$ cat src/reset_init_pkg.sv
// Shared constants for the emulator reset and initialization block
package reset_init_pkg;

  // Address space sizes
  localparam int unsigned ADDR_W      = 12;
  localparam int unsigned MEM_WORDS   = 4096;
  localparam int unsigned TRACE_PTR_W = 10;

  // Values after initialization
  localparam logic [11:0] COUNT_ADDR_RST    = 12'h000;
  localparam logic [11:0] CORE_START_ADDR   = 12'h000;
  localparam logic [11:0] CYC_ADDR_RST      = 12'h000;
  localparam logic [9:0]  TRACE_PTR_RST     = 10'h000;
  localparam logic [1:0]  BREAK_STATUS_NONE = 2'h0;
  localparam logic [1:0]  TRACE_TRIG_FREE   = 2'h0;
  // Time unit in tenths of a microsecond per count (91.0 us)
  localparam logic [15:0] TIME_UNIT_RST     = 16'h038e;

  // Clock cycles spent in ST_CORE; core reset also covers the apply cycle
  localparam logic [3:0]  CORE_RST_CYCLES   = 4'h8;

  // Field positions of the per-address debug bit word
  localparam int unsigned BIT_BREAK = 0;
  localparam int unsigned BIT_EXEC  = 1;
  localparam int unsigned BIT_TRACE = 2;
  localparam int unsigned DBG_W     = 3;

  // Sequencer states
  typedef enum logic [3:0] {
    ST_IDLE  = 4'b0001,
    ST_APPLY = 4'b0010,
    ST_SWEEP = 4'b0100,
    ST_CORE  = 4'b1000
  } seq_state_e;

endpackage

$ cat src/debug_bits_if.sv
// Port bundle between the sequencer and the debug bit memory
`timescale 1ns/1ps
interface debug_bits_if;
  logic                                  wr_en;
  logic [reset_init_pkg::ADDR_W-1:0]     wr_addr;
  logic [reset_init_pkg::DBG_W-1:0]      wr_data;
  logic [reset_init_pkg::ADDR_W-1:0]     rd_addr;
  logic [reset_init_pkg::DBG_W-1:0]      rd_data;

  modport master (output wr_en, output wr_addr, output wr_data, output rd_addr, input rd_data);
  modport mem    (input wr_en, input wr_addr, input wr_data, input rd_addr, output rd_data);
endinterface

$ cat src/emulator_reset_init.sv
// Reset and initialization sequencer for the emulator evaluation module
//
// Notes on behaviour
// - Every source resets the emulated core; the external pin only in standalone mode
// - Power-up only enables breakpoint and powerdown breaks
// - Power-up only clears all breakpoint bits
// - Board-only command keeps break status
// - Power-up only clears instruction-executed bits
// - Power-up clears trace enables and pointer
// - Power-up and switch set free-running trace
// - Power-up and switch clear cycle trigger
// - Power-up only presets count address zero
// - Power-up only sets 91.0 us unit
// - Standalone mode: external reset, start at zero
// - Two-clock low reset gives full reset; a one-clock low is filtered
// - Both mode switches on select standalone
// - Bank two switch 1 selects variant
// - Bank two switches 3, 4 pick clock
`timescale 1ns/1ps
module emulator_reset_init
(
  // Clock and reset
  input  wire logic        i_core_clk,
  input  wire logic        i_rst,
  // Initialization sources
  input  wire logic        i_power_up,
  input  wire logic        i_reset_switch,
  input  wire logic        i_cmd_reset_full,
  input  wire logic        i_cmd_reset_board,
  input  wire logic        i_ext_reset_n,
  // Configuration switches
  input  wire logic        i_mode1_sw,
  input  wire logic        i_mode2_sw,
  input  wire logic        i_bank2_sw1,
  input  wire logic        i_bank2_sw3,
  input  wire logic        i_bank2_sw4,
  // Debug events from the evaluation logic
  input  wire logic        i_break_event,
  input  wire logic [1:0]  i_break_cause,
  input  wire logic        i_exec_valid,
  input  wire logic [11:0] i_exec_addr,
  // Debugger settings writes
  input  wire logic        i_set_bp_valid,
  input  wire logic [11:0] i_set_bp_addr,
  input  wire logic        i_set_bp_val,
  input  wire logic        i_break_cond_we,
  input  wire logic [1:0]  i_break_cond_wdata,
  input  wire logic        i_trace_trig_we,
  input  wire logic [1:0]  i_trace_trig_wdata,
  input  wire logic        i_cyc_trig_we,
  input  wire logic [11:0] i_cyc_start_wdata,
  input  wire logic [11:0] i_cyc_stop_wdata,
  input  wire logic        i_cyc_en_wdata,
  // Debug state outputs
  output logic             o_core_reset,
  output logic [11:0]      o_core_start_addr,
  output logic             o_breakpoint_bit_break_en,
  output logic             o_powerdown_break_en,
  output logic [1:0]       o_break_status,
  output logic [1:0]       o_trace_trigger,
  output logic [9:0]       o_trace_ptr,
  output logic [11:0]      o_cyc_start_addr,
  output logic [11:0]      o_cyc_stop_addr,
  output logic             o_cyc_count_en,
  output logic [11:0]      o_count_addr,
  output logic [15:0]      o_time_unit,
  output logic             o_standalone_eval_mode,
  output logic             o_variant_sel,
  output logic             o_high_speed_clk,
  output logic             o_init_busy
);

  // Synchronised sources, their edge history and one-cycle requests
  logic pwr_lvl, sw_lvl, ext_rst_lvl;
  logic pwr_prev_q, sw_prev_q, ext_prev_q;
  logic pwr_req, sw_req, ext_req;

  // Power-up and switch are pins; three-stage synchronised
  reset_pin_sync u_sync_pwr
  (
    .i_core_clk (i_core_clk),
    .i_rst      (i_rst),
    .i_pin      (~i_power_up),
    .i_rst_val  (1'b0),
    .o_level    (pwr_lvl)
  );

  reset_pin_sync u_sync_sw
  (
    .i_core_clk (i_core_clk),
    .i_rst      (i_rst),
    .i_pin      (~i_reset_switch),
    .i_rst_val  (1'b0),
    .o_level    (sw_lvl)
  );

  // Active-low external reset; level is high while asserted
  reset_pin_sync u_sync_ext
  (
    .i_core_clk (i_core_clk),
    .i_rst      (i_rst),
    .i_pin      (i_ext_reset_n),
    .i_rst_val  (1'b0),
    .o_level    (ext_rst_lvl)
  );

  // Rising-edge detect of each filtered level
  always_ff @(posedge i_core_clk)
  begin
    if (i_rst)
    begin
      pwr_prev_q <= 1'b0;
      sw_prev_q  <= 1'b0;
      ext_prev_q <= 1'b0;
    end
    else
    begin
      pwr_prev_q <= pwr_lvl;
      sw_prev_q  <= sw_lvl;
      ext_prev_q <= ext_rst_lvl;
    end
  end

  assign pwr_req = pwr_lvl & ~pwr_prev_q;
  assign sw_req  = sw_lvl & ~sw_prev_q;
  assign ext_req = ext_rst_lvl & ~ext_prev_q & o_standalone_eval_mode;

  // Debug bit memory
  debug_bits_if dbg ();

  debug_bits_mem u_bits
  (
    .i_core_clk (i_core_clk),
    .bus        (dbg)
  );

  // Sequencer state
  reset_init_pkg::seq_state_e st_q, st_d;
  logic [11:0] sweep_q, sweep_d;
  logic [3:0]  core_cnt_q, core_cnt_d;
  logic        pend_pwr_q, pend_pwr_d;
  logic        pend_sw_q, pend_sw_d;
  logic        pend_full_q, pend_full_d;
  logic        pend_brd_q, pend_brd_d;
  logic        any_req;
  logic        busy_q, busy_d;

  assign any_req = pwr_req | sw_req | ext_req | i_cmd_reset_full | i_cmd_reset_board;

  // Debug settings state
  logic        bp_en_q, bp_en_d;
  logic        pd_en_q, pd_en_d;
  logic [1:0]  brk_stat_q, brk_stat_d;
  logic [1:0]  trig_q, trig_d;
  logic [9:0]  tptr_q, tptr_d;
  logic [11:0] cyc_start_q, cyc_start_d;
  logic [11:0] cyc_stop_q, cyc_stop_d;
  logic        cyc_en_q, cyc_en_d;
  logic [11:0] cnt_addr_q, cnt_addr_d;
  logic [15:0] tunit_q, tunit_d;
  logic        eva_q, var_q, hs_q;

  // Sequencer: latch sources, apply in one cycle, sweep bits, pulse core reset
  always_comb
  begin
    st_d        = st_q;
    sweep_d     = sweep_q;
    core_cnt_d  = core_cnt_q;
    pend_pwr_d  = pend_pwr_q | pwr_req;
    pend_sw_d   = pend_sw_q | sw_req;
    pend_full_d = pend_full_q | i_cmd_reset_full | ext_req;
    pend_brd_d  = pend_brd_q | i_cmd_reset_board;
    case (st_q)
      reset_init_pkg::ST_IDLE:
      begin
        if (any_req)
        begin
          st_d = reset_init_pkg::ST_APPLY;
        end
      end
      reset_init_pkg::ST_APPLY:
      begin
        sweep_d = '0;
        if (pend_pwr_q)
        begin
          st_d = reset_init_pkg::ST_SWEEP;
        end
        else
        begin
          st_d = reset_init_pkg::ST_CORE;
        end
        core_cnt_d  = reset_init_pkg::CORE_RST_CYCLES;
        pend_pwr_d  = pwr_req;
        pend_sw_d   = sw_req;
        pend_full_d = i_cmd_reset_full | ext_req;
        pend_brd_d  = i_cmd_reset_board;
      end
      reset_init_pkg::ST_SWEEP:
      begin
        sweep_d = sweep_q + 12'h001;
        if (sweep_q == 12'hfff)
        begin
          st_d = reset_init_pkg::ST_CORE;
        end
      end
      reset_init_pkg::ST_CORE:
      begin
        core_cnt_d = core_cnt_q - 4'h1;
        if (core_cnt_q == 4'h1)
        begin
          // Requests latched earlier in the run must rerun without a fresh edge
          st_d = reset_init_pkg::ST_IDLE;
          if (pend_pwr_d || pend_sw_d || pend_full_d || pend_brd_d)
          begin
            st_d = reset_init_pkg::ST_APPLY;
          end
        end
      end
      default:
      begin
        st_d = reset_init_pkg::ST_IDLE;
      end
    endcase
    // Busy is registered so the core reset output comes from a flop
    busy_d = (st_d != reset_init_pkg::ST_IDLE);
  end

  always_ff @(posedge i_core_clk)
  begin
    if (i_rst)
    begin
      st_q        <= reset_init_pkg::ST_IDLE;
      busy_q      <= 1'b0;
      sweep_q     <= 12'h000;
      core_cnt_q  <= 4'h0;
      pend_pwr_q  <= 1'b0;
      pend_sw_q   <= 1'b0;
      pend_full_q <= 1'b0;
      pend_brd_q  <= 1'b0;
    end
    else
    begin
      st_q        <= st_d;
      busy_q      <= busy_d;
      sweep_q     <= sweep_d;
      core_cnt_q  <= core_cnt_d;
      pend_pwr_q  <= pend_pwr_d;
      pend_sw_q   <= pend_sw_d;
      pend_full_q <= pend_full_d;
      pend_brd_q  <= pend_brd_d;
    end
  end

  // Memory port: sweep clears all bits; otherwise execution and breakpoint updates
  always_comb
  begin
    dbg.wr_en   = 1'b0;
    dbg.wr_addr = i_exec_addr;
    dbg.wr_data = '0;
    dbg.rd_addr = i_set_bp_valid ? i_set_bp_addr : i_exec_addr;
    if (st_q == reset_init_pkg::ST_SWEEP)
    begin
      dbg.wr_en   = 1'b1;
      dbg.wr_addr = sweep_q;
    end
    else if (i_set_bp_valid)
    begin
      // Read-modify-write uses last read data; settings writes are rare and slow
      dbg.wr_en   = 1'b1;
      dbg.wr_addr = i_set_bp_addr;
      dbg.wr_data = dbg.rd_data;
      dbg.wr_data[reset_init_pkg::BIT_BREAK] = i_set_bp_val;
    end
    else if (i_exec_valid)
    begin
      dbg.wr_en   = 1'b1;
      dbg.wr_data = dbg.rd_data;
      dbg.wr_data[reset_init_pkg::BIT_EXEC] = 1'b1;
    end
  end

  // Settings: apply the selected initialization for each source in one cycle
  always_comb
  begin
    bp_en_d     = i_break_cond_we ? i_break_cond_wdata[0] : bp_en_q;
    pd_en_d     = i_break_cond_we ? i_break_cond_wdata[1] : pd_en_q;
    brk_stat_d  = (i_break_event && st_q == reset_init_pkg::ST_IDLE) ? i_break_cause : brk_stat_q;
    trig_d      = i_trace_trig_we ? i_trace_trig_wdata : trig_q;
    tptr_d      = i_exec_valid ? tptr_q + 10'h001 : tptr_q;
    cyc_start_d = i_cyc_trig_we ? i_cyc_start_wdata : cyc_start_q;
    cyc_stop_d  = i_cyc_trig_we ? i_cyc_stop_wdata : cyc_stop_q;
    cyc_en_d    = i_cyc_trig_we ? i_cyc_en_wdata : cyc_en_q;
    cnt_addr_d  = cnt_addr_q;
    tunit_d     = tunit_q;
    if (st_q == reset_init_pkg::ST_APPLY)
    begin
      if (pend_pwr_q || pend_sw_q || pend_full_q)
      begin
        brk_stat_d = reset_init_pkg::BREAK_STATUS_NONE;
      end
      if (pend_pwr_q || pend_sw_q)
      begin
        trig_d      = reset_init_pkg::TRACE_TRIG_FREE;
        cyc_start_d = reset_init_pkg::CYC_ADDR_RST;
        cyc_stop_d  = reset_init_pkg::CYC_ADDR_RST;
        cyc_en_d    = 1'b0;
      end
      if (pend_pwr_q)
      begin
        bp_en_d    = 1'b1;
        pd_en_d    = 1'b1;
        tptr_d     = reset_init_pkg::TRACE_PTR_RST;
        cnt_addr_d = reset_init_pkg::COUNT_ADDR_RST;
        tunit_d    = reset_init_pkg::TIME_UNIT_RST;
      end
    end
  end

  always_ff @(posedge i_core_clk)
  begin
    if (i_rst)
    begin
      bp_en_q     <= 1'b1;
      pd_en_q     <= 1'b1;
      brk_stat_q  <= reset_init_pkg::BREAK_STATUS_NONE;
      trig_q      <= reset_init_pkg::TRACE_TRIG_FREE;
      tptr_q      <= reset_init_pkg::TRACE_PTR_RST;
      cyc_start_q <= reset_init_pkg::CYC_ADDR_RST;
      cyc_stop_q  <= reset_init_pkg::CYC_ADDR_RST;
      cyc_en_q    <= 1'b0;
      cnt_addr_q  <= reset_init_pkg::COUNT_ADDR_RST;
      tunit_q     <= reset_init_pkg::TIME_UNIT_RST;
    end
    else
    begin
      bp_en_q     <= bp_en_d;
      pd_en_q     <= pd_en_d;
      brk_stat_q  <= brk_stat_d;
      trig_q      <= trig_d;
      tptr_q      <= tptr_d;
      cyc_start_q <= cyc_start_d;
      cyc_stop_q  <= cyc_stop_d;
      cyc_en_q    <= cyc_en_d;
      cnt_addr_q  <= cnt_addr_d;
      tunit_q     <= tunit_d;
    end
  end

  // Configuration switches are static straps, sampled every cycle
  always_ff @(posedge i_core_clk)
  begin
    if (i_rst)
    begin
      eva_q <= 1'b0;
      var_q <= 1'b0;
      hs_q  <= 1'b0;
    end
    else
    begin
      eva_q <= i_mode2_sw & i_mode1_sw;
      var_q <= i_bank2_sw1;
      hs_q  <= i_bank2_sw3 & i_bank2_sw4;
    end
  end

  // Outputs straight from flip-flops, except the constant core start address
  assign o_core_reset              = busy_q;
  assign o_core_start_addr         = reset_init_pkg::CORE_START_ADDR;
  assign o_breakpoint_bit_break_en = bp_en_q;
  assign o_powerdown_break_en      = pd_en_q;
  assign o_break_status            = brk_stat_q;
  assign o_trace_trigger           = trig_q;
  assign o_trace_ptr               = tptr_q;
  assign o_cyc_start_addr          = cyc_start_q;
  assign o_cyc_stop_addr           = cyc_stop_q;
  assign o_cyc_count_en            = cyc_en_q;
  assign o_count_addr              = cnt_addr_q;
  assign o_time_unit               = tunit_q;
  assign o_standalone_eval_mode    = eva_q;
  assign o_variant_sel             = var_q;
  assign o_high_speed_clk          = hs_q;
  assign o_init_busy               = busy_q;

endmodule

$ cat src/debug_bits_mem.sv
// Per-address breakpoint, executed and trace enable bits
`timescale 1ns/1ps
module debug_bits_mem
(
  // Clock
  input wire logic i_core_clk,
  // Access port
  debug_bits_if.mem bus
);

  logic [reset_init_pkg::DBG_W-1:0] mem_q [reset_init_pkg::MEM_WORDS];
  logic [reset_init_pkg::DBG_W-1:0] rd_q;

  // Memory has no reset: the sequencer sweeps it clear instead
  always_ff @(posedge i_core_clk)
  begin
    if (bus.wr_en)
    begin
      mem_q[bus.wr_addr] <= bus.wr_data;
    end
    rd_q <= mem_q[bus.rd_addr];
  end

  assign bus.rd_data = rd_q;

endmodule

$ cat src/reset_pin_sync.sv
// Three-stage synchroniser with agreement filter for one pin
`timescale 1ns/1ps
module reset_pin_sync
(
  // Clock and reset
  input  wire logic i_core_clk,
  input  wire logic i_rst,
  // Pin and filtered level
  input  wire logic i_pin,
  input  wire logic i_rst_val,
  output logic      o_level
);

  logic s1_q;
  logic s2_q;
  logic s3_q;
  logic lvl_q;
  logic lvl_d;

  // Level changes only once stages two and three agree
  always_comb
  begin
    lvl_d = lvl_q;
    if (s2_q == s3_q)
    begin
      lvl_d = s3_q;
    end
  end

  // Reset loads the idle level through a constant-driven input
  always_ff @(posedge i_core_clk)
  begin
    if (i_rst)
    begin
      s1_q  <= 1'b1;
      s2_q  <= 1'b1;
      s3_q  <= 1'b1;
      lvl_q <= 1'b1;
    end
    else
    begin
      s1_q  <= i_pin;
      s2_q  <= s1_q;
      s3_q  <= s2_q;
      lvl_q <= lvl_d;
    end
  end

  assign o_level = lvl_q ^ ~i_rst_val;

endmodule

$ cat config.mk
export PLATFORM = sky130hd
export DESIGN_NAME = emulator_reset_init
export DESIGN_NICKNAME = d
export VERILOG_FILES = /design/src/reset_init_pkg.sv /design/src/debug_bits_if.sv /design/src/emulator_reset_init.sv /design/src/debug_bits_mem.sv /design/src/reset_pin_sync.sv
export SDC_FILE = /design/constraint.sdc
export NUM_CORES = 1
export LEC_CHECK = 0
export BUFFER_PORTS_ARGS = -buffer_cell sky130_fd_sc_hd__buf_2
export CAP_MARGIN = 20
export CORE_UTILIZATION = 42
export DETAILED_ROUTE_END_ITERATION = 8
export PLACE_DENSITY = 0.77
export SLEW_MARGIN = 10
export SYNTH_ARGS = -nofsm -noshare
export SYNTH_HDL_FRONTEND = slang
export SYNTH_HIERARCHICAL = 1
export SYNTH_SLANG_ARGS = --single-unit
$ cat constraint.sdc
create_clock -name i_core_clk -period 2.2 [get_ports i_core_clk]
set_input_delay 0.11 -clock i_core_clk [delete_from_list [all_inputs] [get_ports i_core_clk]]
set_output_delay 0.11 -clock i_core_clk [all_outputs]
set_load 0.005 [all_outputs]
==> impl_metrics.tcl <==
set metrics [dict create \
    cts_buffer_depth 2 \
    rsz0062_at_grt "no" \
    cts_hold_buf 29 \
    hold_path.class "primary input to flip-flop" \
    final_util 0.548 \
    synth-seq-cells 84 \
    critPathBufInv 0 \
    top_layer "met4" \
    finClkSkew_ps 10.5 \
    nFillCells 753 \
    grt.total_usage 0.153 \
    synth_cells 398 \
    area_growth_pct 24.3 \
    post_cts_resized 0 \
    synthTopCellsByArea "dfxtp_1, buf_4, mux2i_1" \
    antenna_found_initial 0 \
    worstSetupStartpointType "flip-flop" \
    drt-vias-per-instance 4.75 \
    path_depth 4 \
    cts_tree "yes" \
    cts_made_buffers 9 \
    drv_cap 0 \
    cts_sinks 84 \
    drive_gt1_frac 0.244 \
    worst-setup-path-type "flip-flop to flip-flop" \
    crit_slowest_cell "or4b_4" \
    wire_per_inst_um 11.2 \
    hold_viol 0 \
    grt_pass1_wl_um 10900 \
    cp_max_fo 10 \
    post_cts_buffers 0 \
    required_ps 2430 \
    placementRows 33 \
    yosysWarnings 6 \
    ys_types 54 \
    worstMarginPinSlew_ps 710 \
    cpLargestDelayFamily "simple AND/OR/NAND/NOR gates" \
    finalCriticalPeriod_ps 1950 \
    ant_nets 0 \
    fmax_mhz 512 \
    path_clk_slew_ps 90 \
    finalSetupTns_ps 0 \
    gp_congestion 0.776 \
    slew_headroom 0.527 \
    post-dp-hpwl_um 4850 \
    synth_area_leader_cell "dfxtp_1" \
    insertion_delay_ps 340 \
    power.total_mw 3.24 \
    yosysTopAreaCellShare 0.455 \
    post-place-ws_ps 258 \
    grt_max_degree 30 \
    power.density_nw_per_um2 706 \
    drv_slew 0 \
    first_global_vias 2623 \
    diodes 0 \
    synthFlopType "dfxtp_1" \
    timing.final.ws_setup_ps 246 \
    critPathCaptureType "flip-flop" \
    timing.final.crit_share 0.888 \
    synth_area_per_cell_um2 9.28 \
    synth_edf_count 0 \
    arrival_ps 2190 \
    setup_viol_count_final 0 \
    wl_met2_um 3530 \
    outcome "complete, no violations" \
    drt_iter0_drc 118 \
    dr_wl_met3_um 354 \
    routed_wl_um 7080 \
    root_buffer "clkbuf_8" \
    r2r_slack_ps 250 \
    drt_pass1_iterations 4 \
    met1_length_um 3080 \
    grt-ovfl-total 0 \
    synthArstFlopShare 0 \
    finalNonFillerCells 630 \
    ir_drop_mv 0.538 \
    synth_seq_area_share 0.455 \
    p_leak_nw 2.10 \
    vias 2995 \
    core_area_um2 8380 \
    htreeDepth 3 \
    io_buffer_count 93 \
    final_nets 598 \
    die_w_um 95.8 \
    syn_area_um2 3690 \
    die_h_um 95.8 \
    path_cells "or4b_4 -> nor3_4 -> nand3_2 -> mux2_4" \
    hold_path_depth 3 \
    start_util 0.441 \
    design.die.area_um2 9170 \
    top_level_ports 160 \
    ff2ff_path_depth 4 \
    drc 0 \
    crit_path_max_incr_delay_ps 590 \
    place_inst 584 \
]
-- layout make-up --
cell class                      instances  area [µm²]  area share
Multi-Input combinational cell        292        1740       0.379
Sequential cell                        84        1680       0.366
Timing Repair Buffer                  128         816       0.178
Clock buffer                           11         141      0.0308
Tap cell                              105         131      0.0286
Clock inverter                          5        61.3      0.0134
Inverter                                5        18.8     0.00409
-- per-layer routing --
metal  track usage  vias up
met1         0.172     1365
met3        0.0458       13
met2         0.269       95
met5             0        -
met4        0.0585        0
li1              -     1522
-- report_power, final --
part / switching [mW] / internal [mW]
logic: 0.230 / 0.232
clock network: 0.542 / 0.558
registers: 0.0716 / 1.61
total: 0.843 / 2.40
-- path summary, 6_finish.rpt --
| kind | startpoint | endpoint |
|---|---|---|
| min reg2reg | u_sync_pwr/s1_q$_SDFF_PP1_ | u_sync_pwr/s2_q$_SDFF_PP1_ |
| min | i_cyc_stop_wdata[2] | o_cyc_stop_addr[2]$_SDFF_PP0_ |
| max reg2reg | st_q[2]$_SDFF_PP0_ | sweep_q[11]$_SDFFE_PP0P_ |
| max | st_q[2]$_SDFF_PP0_ | sweep_q[11]$_SDFFE_PP0P_ |
-- synthesized netlist by cell type (5+ instances only) --
cell and count:
o21ai_0 7, mux2i_1 28, nand2_1 23, nor3_1 5
nor2_1 64, nand3_1 6, inv_1 5, clkbuf_1 8
dfxtp_1 84, buf_4 43, a21oi_1 25, or2_1 9
xnor2_1 7, nor2b_1 9
-- layout by cell type (no fill, tap or decap), types with 3 or more instances in the layout --
master and n:
nand4_1 4, clkinvlp_4 3, a21oi_1 25, dlygate4sd3_1 30, xor2_1 4, nor3_1 5
nand3_1 6, clkbuf_8 10, a311oi_1 4, dfxtp_1 84, ha_1 4, mux2i_1 28
or2_1 9, nor2_1 64, o21ai_0 7, nand2_1 23, o21a_1 4, conb_1 43
nand3b_1 3, buf_2 93, inv_1 5, nor2b_1 9, o21bai_1 4, xnor2_1 7
buf_4 4
-- sequential cells by signal, indices dropped and copies added, names as in the netlist, 2 cells and up --
name,flops
o_cyc_start_addr,12
o_cyc_stop_addr,12
sweep_q,12
o_trace_ptr,10
core_cnt_q,4
st_q,4
o_break_status,2
o_trace_trigger,2
-- worst min-delay path: cells and delay by family --
kind | cells | cell delay, ps
multiplexers | 1 | 60
AND/OR/NAND/NOR | 1 | 80
buffers and inverters | 1 | 80
-- per-stage QoR --
stage	hold WS [ps]	cell area, µm²
5_1_grt	13.3	4590
3_5_place_dp	296	4090
2_1_floorplan	207	3850
4_1_cts	1.00	4580
6_report	12.9	4590
3_3_place_gp	291	4090
-- kinds of logic (layout without fill, tap and decap cells) --
kind of cell | after synthesis | after routing | synth area share
DFF | 84 | 84 | 0.455
adders and majority gates | 4 | 4 | 0.0136
buffers and inverters | 63 | 149 | 0.115
other | 2 | 43 | 0.00203
AOI/OAI and AO/OA | 57 | 57 | 0.0983
and+or+nand+nor | 147 | 147 | 0.207
xor gates and xnor gates | 11 | 11 | 0.0261
muxes | 30 | 30 | 0.0830
No activity file was read; power rests on OpenSTA's default activity.
